<file path="src/dsp_pkg.sv">
// Purpose: Shared constants for the dual socket power sequencing link
// Assumes: Both ends run on REF_CLK at 100 MHz
// Notes: Timing figures are kept in their own unit and turned into cycles here

package dsp_pkg;

  // ----------------------------------------------------------------------
  // Topology
  // ----------------------------------------------------------------------
  localparam int NUM_SOCKETS = 2;
  // Remaining SOC rails: SerDes high voltage, 3.3 V, memory io, DIMM 2.5 V
  localparam int REST_RAILS = 4;

  // ----------------------------------------------------------------------
  // Clock and timing
  // ----------------------------------------------------------------------
  localparam int CLK_PERIOD_NS = 10;
  localparam int CLK_HZ = 100_000_000;
  localparam int PG_TIMEOUT_US = 50_000;
  localparam int PG_TIMEOUT_CYCLES = PG_TIMEOUT_US * (1000 / CLK_PERIOD_NS);
  localparam int STEP_DELAY_US = 100;
  localparam int STEP_DELAY_CYCLES = STEP_DELAY_US * (1000 / CLK_PERIOD_NS);
  localparam int ALERT_SETTLE_NS = 200;
  localparam int ALERT_SETTLE_CYCLES = (ALERT_SETTLE_NS + CLK_PERIOD_NS - 1) / CLK_PERIOD_NS;

  // ----------------------------------------------------------------------
  // Regulator bus rates, one quarter of a bit period each
  // ----------------------------------------------------------------------
  localparam int PMBUS_STD_HZ = 100_000;
  localparam int PMBUS_FAST_HZ = 1_000_000;
  localparam int QTR_STD = CLK_HZ / (4 * PMBUS_STD_HZ);
  localparam int QTR_FAST = CLK_HZ / (4 * PMBUS_FAST_HZ);

  // ----------------------------------------------------------------------
  // Write frame layout: start, address, command, data, three acks, stop
  // ----------------------------------------------------------------------
  localparam int FRAME_BITS = 27;
  localparam logic [4:0] SLOT_START = 5'h00;
  localparam logic [4:0] SLOT_ACK_ADDR = 5'h09;
  localparam logic [4:0] SLOT_ACK_CMD = 5'h12;
  localparam logic [4:0] SLOT_ACK_DATA = 5'h1b;
  localparam logic [4:0] SLOT_STOP = 5'h1c;

  // ----------------------------------------------------------------------
  // Regulator stage of one socket
  // ----------------------------------------------------------------------
  localparam logic [1:0] STAGE_OFF = 2'h0;
  localparam logic [1:0] STAGE_CORE = 2'h1;
  localparam logic [1:0] STAGE_1V8 = 2'h2;
  localparam logic [1:0] STAGE_REST = 2'h3;

endpackage : dsp_pkg

</file>
<file path="src/dsp_link_if.sv">
// Purpose: Pins between the platform sequencer and the two sockets
// Assumes: Alert line is open drain with a pull-up
// Notes: Wire level of the alert line is resolved here from the enables

`timescale 1ns/1ns

interface dsp_link_if;
  import dsp_pkg::*;

  // ----------------------------------------------------------------------
  // Sequencer to sockets
  // ----------------------------------------------------------------------
  logic [NUM_SOCKETS-1:0] soc_domain_power_good_in;
  logic [NUM_SOCKETS-1:0] socket_reset_n;
  logic [NUM_SOCKETS-1:0] core_domain_power_ctrl;
  logic [NUM_SOCKETS-1:0] core_domain_power_good_in;

  // ----------------------------------------------------------------------
  // Shared boot handoff line
  // ----------------------------------------------------------------------
  logic [NUM_SOCKETS-1:0] alert_o;
  logic [NUM_SOCKETS-1:0] alert_oe;
  logic boot_handoff_alert_n;

  // Any enabled driver pulls low, otherwise the pull-up wins
  assign boot_handoff_alert_n = ~|(alert_oe & ~alert_o);

  modport sequencer (
    output soc_domain_power_good_in,
    output socket_reset_n,
    output core_domain_power_ctrl,
    output core_domain_power_good_in
  );

  modport socket (
    input soc_domain_power_good_in,
    input socket_reset_n,
    input core_domain_power_ctrl,
    input core_domain_power_good_in,
    input boot_handoff_alert_n,
    output alert_o,
    output alert_oe
  );

endinterface : dsp_link_if

</file>
<file path="src/dsp_sequencer.sv">
// Purpose: Platform sequencer end that ramps both sockets' SOC domains
// Assumes: Regulator power-good pins are asynchronous and are synchronised
// Notes: Socket 1 starts only after socket 0 is fully up

`timescale 1ns/1ns

module dsp_sequencer
  import dsp_pkg::*;
#(
  parameter int PG_TIMEOUT = PG_TIMEOUT_CYCLES,
  parameter int STEP_DELAY = STEP_DELAY_CYCLES
)
(
  // Clock and reset
  input logic REF_CLK,
  input logic RESET,
  // Link to both sockets
  dsp_link_if.sequencer LINK,
  // Platform power request, level
  input logic START,
  // SOC-domain regulator enables, one bit per socket, REST_RAILS bits per socket for REST_EN
  output logic [NUM_SOCKETS-1:0] SOC_CORE_EN,
  output logic [NUM_SOCKETS-1:0] SERDES_CORE_EN,
  output logic [NUM_SOCKETS-1:0] SOC_1V8_EN,
  output logic [NUM_SOCKETS*REST_RAILS-1:0] REST_EN,
  // SOC-domain regulator power-goods
  input logic [NUM_SOCKETS-1:0] SOC_CORE_PG,
  input logic [NUM_SOCKETS-1:0] SERDES_CORE_PG,
  input logic [NUM_SOCKETS-1:0] SOC_1V8_PG,
  input logic [NUM_SOCKETS*REST_RAILS-1:0] REST_PG,
  // Core-complex rail chain
  input logic [NUM_SOCKETS-1:0] CORE_0V75_PG,
  output logic [NUM_SOCKETS-1:0] CORE_1V8_EN,
  input logic [NUM_SOCKETS-1:0] CORE_1V8_PG,
  // Status
  output logic ALL_UP,
  output logic FAULT
);

  // ----------------------------------------------------------------------
  // Power-good synchronisers
  // ----------------------------------------------------------------------
  localparam int SYNC_W = 5 * NUM_SOCKETS + NUM_SOCKETS * REST_RAILS;
  localparam int TIMER_W = $clog2(PG_TIMEOUT + 1);

  typedef enum {ST_IDLE, ST_RAMP, ST_SOC_GOOD, ST_RELEASE, ST_RUN, ST_SHUTDOWN} dsp_seq_state_t;

  logic [SYNC_W-1:0] pg_meta;
  logic [SYNC_W-1:0] pg_sync;
  logic [NUM_SOCKETS-1:0] soc_core_pg;
  logic [NUM_SOCKETS-1:0] serdes_core_pg;
  logic [NUM_SOCKETS-1:0] soc_1v8_pg;
  logic [NUM_SOCKETS-1:0] core_0v75_pg;
  logic [NUM_SOCKETS-1:0] core_1v8_pg;
  logic [NUM_SOCKETS*REST_RAILS-1:0] rest_pg;

  // Two flops on every regulator pin
  always_ff @(posedge REF_CLK)
  begin
    if (RESET)
    begin
      pg_meta <= '0;
      pg_sync <= '0;
    end
    else
    begin
      pg_meta <= {REST_PG, CORE_1V8_PG, CORE_0V75_PG, SOC_1V8_PG, SERDES_CORE_PG, SOC_CORE_PG};
      pg_sync <= pg_meta;
    end
  end

  assign {rest_pg, core_1v8_pg, core_0v75_pg, soc_1v8_pg, serdes_core_pg, soc_core_pg} = pg_sync;

  // ----------------------------------------------------------------------
  // Sequencing state
  // ----------------------------------------------------------------------
  dsp_seq_state_t state;
  dsp_seq_state_t next_state;
  logic sock;
  logic next_sock;
  logic [1:0] stage [NUM_SOCKETS];
  logic [1:0] next_stage [NUM_SOCKETS];
  logic [NUM_SOCKETS-1:0] soc_good;
  logic [NUM_SOCKETS-1:0] next_soc_good;
  logic rst_n;
  logic next_rst_n;
  logic pwr_ctrl;
  logic next_pwr_ctrl;
  logic [TIMER_W-1:0] timer;
  logic [TIMER_W-1:0] next_timer;
  logic fault;
  logic next_fault;
  logic [NUM_SOCKETS-1:0] core_1v8_en;
  logic [NUM_SOCKETS-1:0] next_core_1v8_en;
  logic [NUM_SOCKETS-1:0] core_pg;
  logic [NUM_SOCKETS-1:0] next_core_pg;
  logic [NUM_SOCKETS-1:0] sock_good;
  logic cur_good;

  // Power-good of the stage the current socket is waiting on
  always_comb
  begin
    cur_good = 1'b0;
    unique case (stage[sock])
      STAGE_OFF: cur_good = 1'b0;
      STAGE_CORE: cur_good = soc_core_pg[sock] && serdes_core_pg[sock];
      STAGE_1V8: cur_good = soc_1v8_pg[sock];
      STAGE_REST: cur_good = &rest_pg[sock*REST_RAILS +: REST_RAILS];
    endcase
  end

  // Whole SOC domain of each socket still good
  genvar s;
  generate
    for (s = 0; s < NUM_SOCKETS; s++)
    begin : g_sock
      assign sock_good[s] = soc_core_pg[s] && serdes_core_pg[s] && soc_1v8_pg[s] &&
                            (&rest_pg[s*REST_RAILS +: REST_RAILS]);
      // Enables follow the stage reached, earlier stages stay on
      assign SOC_CORE_EN[s] = (stage[s] != STAGE_OFF);
      assign SERDES_CORE_EN[s] = (stage[s] != STAGE_OFF);
      assign SOC_1V8_EN[s] = (stage[s] >= STAGE_1V8);
      // All remaining rails switch in the same cycle
      assign REST_EN[s*REST_RAILS +: REST_RAILS] = {REST_RAILS{stage[s] == STAGE_REST}};
    end
  endgenerate

  // Next sequencing state
  always_comb
  begin
    next_state = state;
    next_sock = sock;
    next_stage = stage;
    next_soc_good = soc_good;
    next_rst_n = rst_n;
    next_pwr_ctrl = pwr_ctrl;
    next_timer = timer;
    next_fault = fault;
    unique case (state)
      ST_IDLE:
      begin
        next_timer = '0;
        if (!START)
          next_fault = 1'b0;
        else if (!fault)
        begin
          next_state = ST_RAMP;
          next_sock = 1'b0;
        end
      end
      ST_RAMP:
      begin
        if (!START)
        begin
          next_state = ST_SHUTDOWN;
          next_timer = '0;
        end
        else if (stage[sock] == STAGE_OFF)
        begin
          next_stage[sock] = STAGE_CORE;
          next_timer = '0;
        end
        else if (cur_good)
        begin
          next_timer = '0;
          if (stage[sock] == STAGE_REST)
            next_state = ST_SOC_GOOD;
          else
            next_stage[sock] = stage[sock] + 2'h1;
        end
        else if (timer == TIMER_W'(PG_TIMEOUT))
        begin
          next_fault = 1'b1; // Rail never came good
          next_state = ST_SHUTDOWN;
          next_timer = '0;
        end
        else
          next_timer = timer + 1'b1;
      end
      ST_SOC_GOOD:
      begin
        next_soc_good[sock] = 1'b1;
        if (sock == 1'b0)
        begin
          next_sock = 1'b1;
          next_state = ST_RAMP;
        end
        else
          next_state = ST_RELEASE;
      end
      ST_RELEASE:
      begin
        next_rst_n = 1'b1;
        next_pwr_ctrl = 1'b1;
        next_state = ST_RUN;
      end
      ST_RUN:
      begin
        if (!START || (sock_good != {NUM_SOCKETS{1'b1}}))
        begin
          if (sock_good != {NUM_SOCKETS{1'b1}})
            next_fault = 1'b1;
          next_rst_n = 1'b0;
          next_pwr_ctrl = 1'b0;
          next_soc_good = '0;
          next_timer = '0;
          next_state = ST_SHUTDOWN;
        end
      end
      ST_SHUTDOWN:
      begin
        next_rst_n = 1'b0;
        next_pwr_ctrl = 1'b0;
        next_soc_good = '0;
        if (timer != TIMER_W'(STEP_DELAY))
          next_timer = timer + 1'b1;
        else
        begin
          // Unwind socket 1 first, then socket 0, last stage first
          next_timer = '0;
          if (stage[1] != STAGE_OFF)
            next_stage[1] = stage[1] - 2'h1;
          else if (stage[0] != STAGE_OFF)
            next_stage[0] = stage[0] - 2'h1;
          else
            next_state = ST_IDLE;
        end
      end
    endcase
  end

  // Core-complex chain and core power-good pin
  always_comb
  begin
    next_core_1v8_en = core_0v75_pg & {NUM_SOCKETS{rst_n}};
    next_core_pg = core_1v8_pg & core_1v8_en;
  end

  // Sequencing registers
  always_ff @(posedge REF_CLK)
  begin
    if (RESET)
    begin
      state <= ST_IDLE;
      sock <= 1'b0;
      stage <= '{default: STAGE_OFF};
      soc_good <= '0;
      rst_n <= 1'b0;
      pwr_ctrl <= 1'b0;
      timer <= '0;
      fault <= 1'b0;
      core_1v8_en <= '0;
      core_pg <= '0;
    end
    else
    begin
      state <= next_state;
      sock <= next_sock;
      stage <= next_stage;
      soc_good <= next_soc_good;
      rst_n <= next_rst_n;
      pwr_ctrl <= next_pwr_ctrl;
      timer <= next_timer;
      fault <= next_fault;
      core_1v8_en <= next_core_1v8_en;
      core_pg <= next_core_pg;
    end
  end

  // ----------------------------------------------------------------------
  // Outputs
  // ----------------------------------------------------------------------
  assign LINK.soc_domain_power_good_in = soc_good;
  assign LINK.socket_reset_n = {NUM_SOCKETS{rst_n}};
  assign LINK.core_domain_power_ctrl = {NUM_SOCKETS{pwr_ctrl}};
  assign LINK.core_domain_power_good_in = core_pg;
  assign CORE_1V8_EN = core_1v8_en;
  assign ALL_UP = (state == ST_RUN);
  assign FAULT = fault;

endmodule : dsp_sequencer

</file>
<file path="src/flat_wrapper.sv">
// flat-port wrapper written by rule: the top's interface ports become plain ports
module dsp_sequencer_flat import dsp_pkg::*;
#(
  parameter int PG_TIMEOUT = PG_TIMEOUT_CYCLES,
  parameter int STEP_DELAY = STEP_DELAY_CYCLES
)
  (REF_CLK, RESET, START, SOC_CORE_EN, SERDES_CORE_EN, SOC_1V8_EN, REST_EN, SOC_CORE_PG, SERDES_CORE_PG, SOC_1V8_PG, REST_PG, CORE_0V75_PG, CORE_1V8_EN, CORE_1V8_PG, ALL_UP, FAULT, LINK_soc_domain_power_good_in, LINK_socket_reset_n, LINK_core_domain_power_ctrl, LINK_core_domain_power_good_in);
  dsp_link_if LINK_i ();
  input logic REF_CLK;
  input logic RESET;
  input logic START;
  output logic [NUM_SOCKETS-1:0] SOC_CORE_EN;
  output logic [NUM_SOCKETS-1:0] SERDES_CORE_EN;
  output logic [NUM_SOCKETS-1:0] SOC_1V8_EN;
  output logic [NUM_SOCKETS*REST_RAILS-1:0] REST_EN;
  input logic [NUM_SOCKETS-1:0] SOC_CORE_PG;
  input logic [NUM_SOCKETS-1:0] SERDES_CORE_PG;
  input logic [NUM_SOCKETS-1:0] SOC_1V8_PG;
  input logic [NUM_SOCKETS*REST_RAILS-1:0] REST_PG;
  input logic [NUM_SOCKETS-1:0] CORE_0V75_PG;
  output logic [NUM_SOCKETS-1:0] CORE_1V8_EN;
  input logic [NUM_SOCKETS-1:0] CORE_1V8_PG;
  output logic ALL_UP;
  output logic FAULT;
  output wire logic [$bits(LINK_i.soc_domain_power_good_in)-1:0] LINK_soc_domain_power_good_in;
  output wire logic [$bits(LINK_i.socket_reset_n)-1:0] LINK_socket_reset_n;
  output wire logic [$bits(LINK_i.core_domain_power_ctrl)-1:0] LINK_core_domain_power_ctrl;
  output wire logic [$bits(LINK_i.core_domain_power_good_in)-1:0] LINK_core_domain_power_good_in;
  assign LINK_soc_domain_power_good_in = LINK_i.soc_domain_power_good_in;
  assign LINK_socket_reset_n = LINK_i.socket_reset_n;
  assign LINK_core_domain_power_ctrl = LINK_i.core_domain_power_ctrl;
  assign LINK_core_domain_power_good_in = LINK_i.core_domain_power_good_in;
  dsp_sequencer #(.PG_TIMEOUT(PG_TIMEOUT), .STEP_DELAY(STEP_DELAY)) u_core (.REF_CLK(REF_CLK), .RESET(RESET), .LINK(LINK_i), .START(START), .SOC_CORE_EN(SOC_CORE_EN), .SERDES_CORE_EN(SERDES_CORE_EN), .SOC_1V8_EN(SOC_1V8_EN), .REST_EN(REST_EN), .SOC_CORE_PG(SOC_CORE_PG), .SERDES_CORE_PG(SERDES_CORE_PG), .SOC_1V8_PG(SOC_1V8_PG), .REST_PG(REST_PG), .CORE_0V75_PG(CORE_0V75_PG), .CORE_1V8_EN(CORE_1V8_EN), .CORE_1V8_PG(CORE_1V8_PG), .ALL_UP(ALL_UP), .FAULT(FAULT));
endmodule
</file>
<file path="config.mk">
export PLATFORM = sky130hd
export DESIGN_NAME = dsp_sequencer_flat
export DESIGN_NICKNAME = d
export VERILOG_FILES = /design/src/dsp_pkg.sv /design/src/dsp_link_if.sv /design/src/dsp_sequencer.sv /design/src/flat_wrapper.sv
export SDC_FILE = /design/constraint.sdc
export NUM_CORES = 1
export LEC_CHECK = 0
export CORE_MARGIN = 5
export CORE_UTILIZATION = 45
export DETAILED_ROUTE_END_ITERATION = 8
export DONT_BUFFER_PORTS = 1
export GPL_ROUTABILITY_DRIVEN = 0
export PLACE_DENSITY = 0.72
export SLEW_MARGIN = 5
export SYNTH_ARGS = -nofsm -noshare
export SYNTH_HDL_FRONTEND = slang
export SYNTH_SLANG_ARGS = --single-unit
</file>
<file path="constraint.sdc">
create_clock -name REF_CLK -period 2.6 [get_ports REF_CLK]
set_input_delay 0.52 -clock REF_CLK [delete_from_list [all_inputs] [get_ports REF_CLK]]
set_output_delay 0.52 -clock REF_CLK [all_outputs]
set_load 0.03 [all_outputs]
</file>
Word-level counts from Yosys, hierarchy flattened
Index checks and enable logic that the tools add are counted.
- register bits after elaboration: 104
- $add $sub $neg: 4
- order comparisons: 6
- equality and inequality tests: 33
- shift operators: 1
- muxes and demuxes: 59
- bitwise operators: 7
- reductions and logical operators: 32
- operator list (cell ; count):
    32-bit 2-to-1 mux ; 11
    32-bit one-hot mux with 6 select lines ; 1
    23-bit 2-to-1 mux ; 6
    23-bit one-hot mux with 4 select lines ; 1
    32-bit by 2-bit equality test with 1-bit output, second input constant ; 2
    32-bit by 3-bit equality test with 1-bit output, second input constant ; 2
    32-bit by 1-bit equality test with 1-bit output, second input constant ; 1
    32-bit by 4-bit equality test with 1-bit output, second input constant ; 1
    32-bit zero test ; 1
    2-bit != test, second input constant ; 12
    23-bit by 1-bit adder with 23-bit output, second input constant ; 1
    23-bit equality test, second input constant ; 1
    23-bit by 14-bit != test with 1-bit output, second input constant ; 1
    4-bit 2-to-1 mux ; 5
    2-bit 2-to-1 mux ; 9
    1-bit 2-to-1 mux ; 17
    4-bit AND reduction ; 3
    1-bit logical AND ; 9
    9-bit AND reduction ; 1
    3-bit nonzero test ; 3
    2-bit equality test, second input constant ; 4
    4-bit one-hot mux with 2 select lines ; 1
    8-bit AND reduction ; 1
    2-bit nonzero test ; 4
    33 further kinds ; 44

Longest topological paths before layout
- depth in word-level cells: 11
- gate-level depth with buffers: 14
- gate-level depth less buffers: 10

Least setup slack after synthesis
OpenSTA, ideal clock, no wires.
- path kind: reg2reg
- from: reg u_core.sock
- to: reg u_core.timer[14]
- arrival time: 2.323 ns
- data required time: 2.526 ns
- setup slack: 0.203 ns
- cell stages (with the launch flop): 14
- period minus slack after synthesis: 2.397 ns
- cell sequence: dfxtp_1 > buf_2 > clkbuf_1 > o21a_1 > inv_1 > ha_1 > a21oi_1 > o211a_1 > o21ai_2 > o32ai_2 > buf_6 > buf_6 > o21ai_0 > a31oi_1
- longest elaborated chain between the ends: 10
- elaborated cells between the ends (all ways): 22
- classes of those cells: 3 x eq/ne; 1 x shift; 14 x mux; 1 x bitwise; 3 x reduce/logical
- ends and longest elaborated chain (element ; line ; RTL):
    start: declaration ; dsp_sequencer.sv:79 ; logic sock;
    start signal: assignment ; dsp_sequencer.sv:258 ; sock <= next_sock;
    parallel branches: the longest is 7 deep, another holds 23-bit 2-to-1 mux ; - ;
    23-bit 2-to-1 mux * ; dsp_sequencer.sv:158 ; else if (stage[sock] == STAGE_OFF)
    23-bit 2-to-1 mux * ; dsp_sequencer.sv:153 ; if (!START)
    23-bit one-hot mux with 4 select lines * ; dsp_sequencer.sv:139 ; unique case (state)
    end signal: assignment ; dsp_sequencer.sv:263 ; timer <= next_timer;
    end: declaration ; dsp_sequencer.sv:89 ; logic [TIMER_W-1:0] timer;
Every way passes the cells marked *. The select of a mux whose other input is x is not followed.
A chain may end at the register's enable or synchronous reset.

Worst setup path after layout
- from: reg u_core.stage[3] (netlist bit)
- to: reg u_core.timer[16]
- longest elaborated chain between the ends: 9
- elaborated cells between the ends (all ways): 12
- classes of those cells: 3 x eq/ne; 8 x mux; 1 x reduce/logical
- ends and longest elaborated chain (element ; line ; RTL):
    start: declaration ; dsp_sequencer.sv:81 ; logic [1:0] stage [NUM_SOCKETS];
    start signal: assignment ; dsp_sequencer.sv:259 ; stage <= next_stage;
    2-bit 2-to-1 mux (not written as such) * (3 in series) ; dsp_sequencer.sv:104, dsp_sequencer.sv:158 ;
    2-bit equality test, or another cell as far along ; dsp_sequencer.sv:104 ; unique case (stage[sock])
    1-bit one-hot mux with 4 select lines ; dsp_sequencer.sv:104 ;
    23-bit 2-to-1 mux ; dsp_sequencer.sv:163 ; else if (cur_good)
    23-bit 2-to-1 mux * ; dsp_sequencer.sv:158 ;
    23-bit 2-to-1 mux * ; dsp_sequencer.sv:153 ;
    23-bit one-hot mux with 4 select lines * ; dsp_sequencer.sv:139 ;
Mark *: on every way between the ends. The rest lies on a longest branch, timed or not. The select of a mux whose other input is x is not followed.

==> results.sh <==
export IMPL_root_buffer="clkbuf_8"
export IMPL_io_buffer_count=0
export IMPL_critPathSlowestCell="dfxtp_1"
export IMPL_finalHoldViolCount=0
export IMPL_max_slew_worst_pin_slew_ns=0.667
export IMPL_core_area_um2=7690
export IMPL_critPathKind="reg -> reg"
export IMPL_final_cell_mix="dfxtp_1, nand2_1, nor2b_1, nor2_1, a21oi_1"
export IMPL_hold_class="in -> reg"
export IMPL_top_level_ports=47
export IMPL_clock_sinks=75
export IMPL_drt_iter0_markers=121
export IMPL_ys_ff_latch=75
export IMPL_cellPowerDensity_nw_per_um2=658
export IMPL_cp_end_kind="flop"
export IMPL_syn_cell_area_um2=3540
export IMPL_max_slew_margin=0.552
export IMPL_drc=0
export IMPL_synth_seq_area_share=0.424
export IMPL_finalMaxSlewViolations=0
export IMPL_synth_edf_count=0
export IMPL_vdd_drop_max_uv=355
export IMPL_path_clk_slew_ns=0.08
export IMPL_setup_viol=0
export IMPL_cts_resized=0
export IMPL_nFillCells=725
export IMPL_clk_insertion_delay_late_ns=0.35
export IMPL_dpl_cell_area_um2=3560
export IMPL_synth_ff_type="dfxtp_1"
export IMPL_drtAntennaViolNets=0
export IMPL_timing_fmax_ghz=0.411
export IMPL_synth_area_top_cells="dfxtp_1, nor2b_1, ha_1, nand2_1, a21oi_1"
export IMPL_num_vias=2754
export IMPL_slowest_delay_ns=0.43
export IMPL_dp_hpwl_um=4740
export IMPL_wl_um=6800
export IMPL_nets=429
export IMPL_cp_cell_sequence="inv_1 > o21a_1 > inv_1 > ha_1 > inv_1 > o2111a_1 > o21ai_2 > o32ai_4 > buf_4 > and3_1 > a221o_1"
export IMPL_dr_pass1_iters=7
export IMPL_grt_pass1_wl_um=11500
export IMPL_grt_use_total=0.145
export IMPL_rsz0062_at_grt="false"
export IMPL_die_h_um=98.7
export IMPL_grt_max_degree=53
export IMPL_crit_arrival_ns=2.67
export IMPL_ctsHoldBuffers=0
export IMPL_yosys_warnings=0
export IMPL_crit_fanout=12
export IMPL_final_setup_tns_ns=0
export IMPL_htreeDepth=3
export IMPL_drt_vias_per_instance=5.48
export IMPL_post_drt_wl_per_cell_um=13.5
export IMPL_die_w_um=98.7
export IMPL_grt_ovfl_total=0
export IMPL_synth_distinct_cells=66
export IMPL_die_area_um2=9740
export IMPL_grt_pass1_vias=2506
export IMPL_cts_buffers=9
export IMPL_synth_top_cell_by_area="dfxtp_1"
export IMPL_post_synth_cell_area_avg_um2=8.85
export IMPL_async_reset_ff_frac=0
export IMPL_drive_gt1_frac=0.122
export IMPL_fin_worst_skew_ns=0.00860
export IMPL_fin_crit_ns=2.43
export IMPL_syn_inst=400
export IMPL_initial_core_util=0.460
export IMPL_area_delta_synth_final_pct=7.07
export IMPL_yosysTopAreaCellShare=0.424
export IMPL_cts_path_max_buffers=2
export IMPL_cellLeakagePower_nw=1.45
export IMPL_cap_violations=0
export IMPL_stdcell_area_um2=3790
export IMPL_tritoncts="built"
export IMPL_final_common_cell="dfxtp_1"
export IMPL_antenna_found_initial=0
export IMPL_synthesis_nets=433
export IMPL_crit_required_ns=2.84
export IMPL_fin_crit_sh=0.936
export IMPL_crit_top_cell="inv_1"
export IMPL_worstSetupStartpointType="flop"
export IMPL_n_antenna_cell=0
export IMPL_status="finished clean"
export IMPL_rows=32
[worst paths after layout]
path | from | end | cells past startpoint | slack [ns]
setup / recovery | u_core.stage[3]$_SDFFE_PP0P_ | u_core.timer[16]$_SDFFE_PP0P_ | 11 | 0.17
hold / removal | RESET | u_core.pg_sync[1]$_SDFF_PP0_ | 1 | 0.23
setup reg to reg | u_core.stage[3]$_SDFFE_PP0P_ | u_core.timer[16]$_SDFFE_PP0P_ | 11 | 0.17
hold reg to reg | u_core.pg_meta[12]$_SDFF_PP0_ | u_core.pg_sync[12]$_SDFF_PP0_ | 1 | 0.44
[synthesized netlist by cell type, drive strengths merged (2+ instances only)]
library cell,count
nor3b,3
o211ai,3
nor4,5
and3,6
o31ai,3
o21a,3
o41ai,2
nand4,10
a22o,5
a41oi,2
or3,2
a221o,2
o22ai,2
nor3,7
o21ai,11
nand3b,3
nor2,28
nand3,17
dfxtp,75
buf,23
ha,12
inv,17
nor2b,37
a221oi,2
nand2,38
a31oi,16
a211oi,4
or2,4
a21oi,22
clkbuf,8
xnor2,2
nand2b,4
a21o,2
[metrics by stage]
step           setup WS, ns  utilization  hold WS [ns]  cells  total power (W)
2_1_floorplan         0.203            -         0.414    400          0.00156
3_3_place_gp          0.297        0.463         0.420    483          0.00161
3_5_place_dp          0.168        0.463         0.421    483          0.00161
4_1_cts               0.114        0.489         0.209    499          0.00251
5_1_grt              0.0178        0.493         0.204    503          0.00261
6_report              0.167        0.493         0.225    503          0.00249
[cells by family after synthesis]
logic type,share of synthesized area
AND/OR/NAND/NOR,0.276
flip-flops,0.424
AO/OA/AOI/OAI,0.173
multiplexers,0.00283
XOR/XNOR,0.00495
buffers and inverters,0.0767
adder cells (fa/ha/maj),0.0424
[worst max-delay path, delay by kind of cell (launching register included)]
kind            cells  cell delay [ns]
fa+ha+maj           1             0.15
buf+inv             4             0.42
flops               1             0.43
simple gates        1             0.15
compound gates      5             1.15
[report_power, final]
part	internal [W]	switching, W	total, W	leakage, nW
clock network	0.000451	0.000446	0.000897	0.0935
registers	0.00119	0.0000461	0.00124	0.613
logic	0.000144	0.000214	0.000358	0.742
total	0.00179	0.000706	0.00249	1.45
[cell type report]
class                      instances  area [um2]  area share
multi-input combinational        277        1780       0.469
sequential                        75        1500       0.396
clock buffer                      10         128      0.0337
tap                              102         128      0.0337
timing repair buffer              16         120      0.0317
clock inverter                     6        71.3      0.0188
inverter                          17        63.8      0.0168
[per-layer routing]
layer | routed length (um) | GRT usage | up-vias
li1 | - | - | 1394
met1 | 3170 | 0.192 | 1262
met2 | 3050 | 0.218 | 86
met3 | 473 | 0.0488 | 12
met4 | 109 | 0.0588 | 0
met5 | 0 | 0 | -
[what timing repair did]
item,CTS,global route
endpoints found under the setup margin,0,12
hold endpoints to repair,0,0
buffers inserted,0,4
[registers in the layout, summed over array words and instances, names as in the netlist]
| register | count |
|---|---|
| u_core.CORE_1V8_EN | 2 |
| u_core.FAULT | 1 |
| u_core.LINK.core_domain_power_good_in | 2 |
| u_core.LINK.soc_domain_power_good_in | 2 |
| u_core.pg_meta | 18 |
| u_core.pg_sync | 18 |
| u_core.rst_n | 1 |
| u_core.sock | 1 |
| u_core.stage | 4 |
| u_core.state | 3 |
| u_core.timer | 23 |
Power figures use the tool's default switching activity.
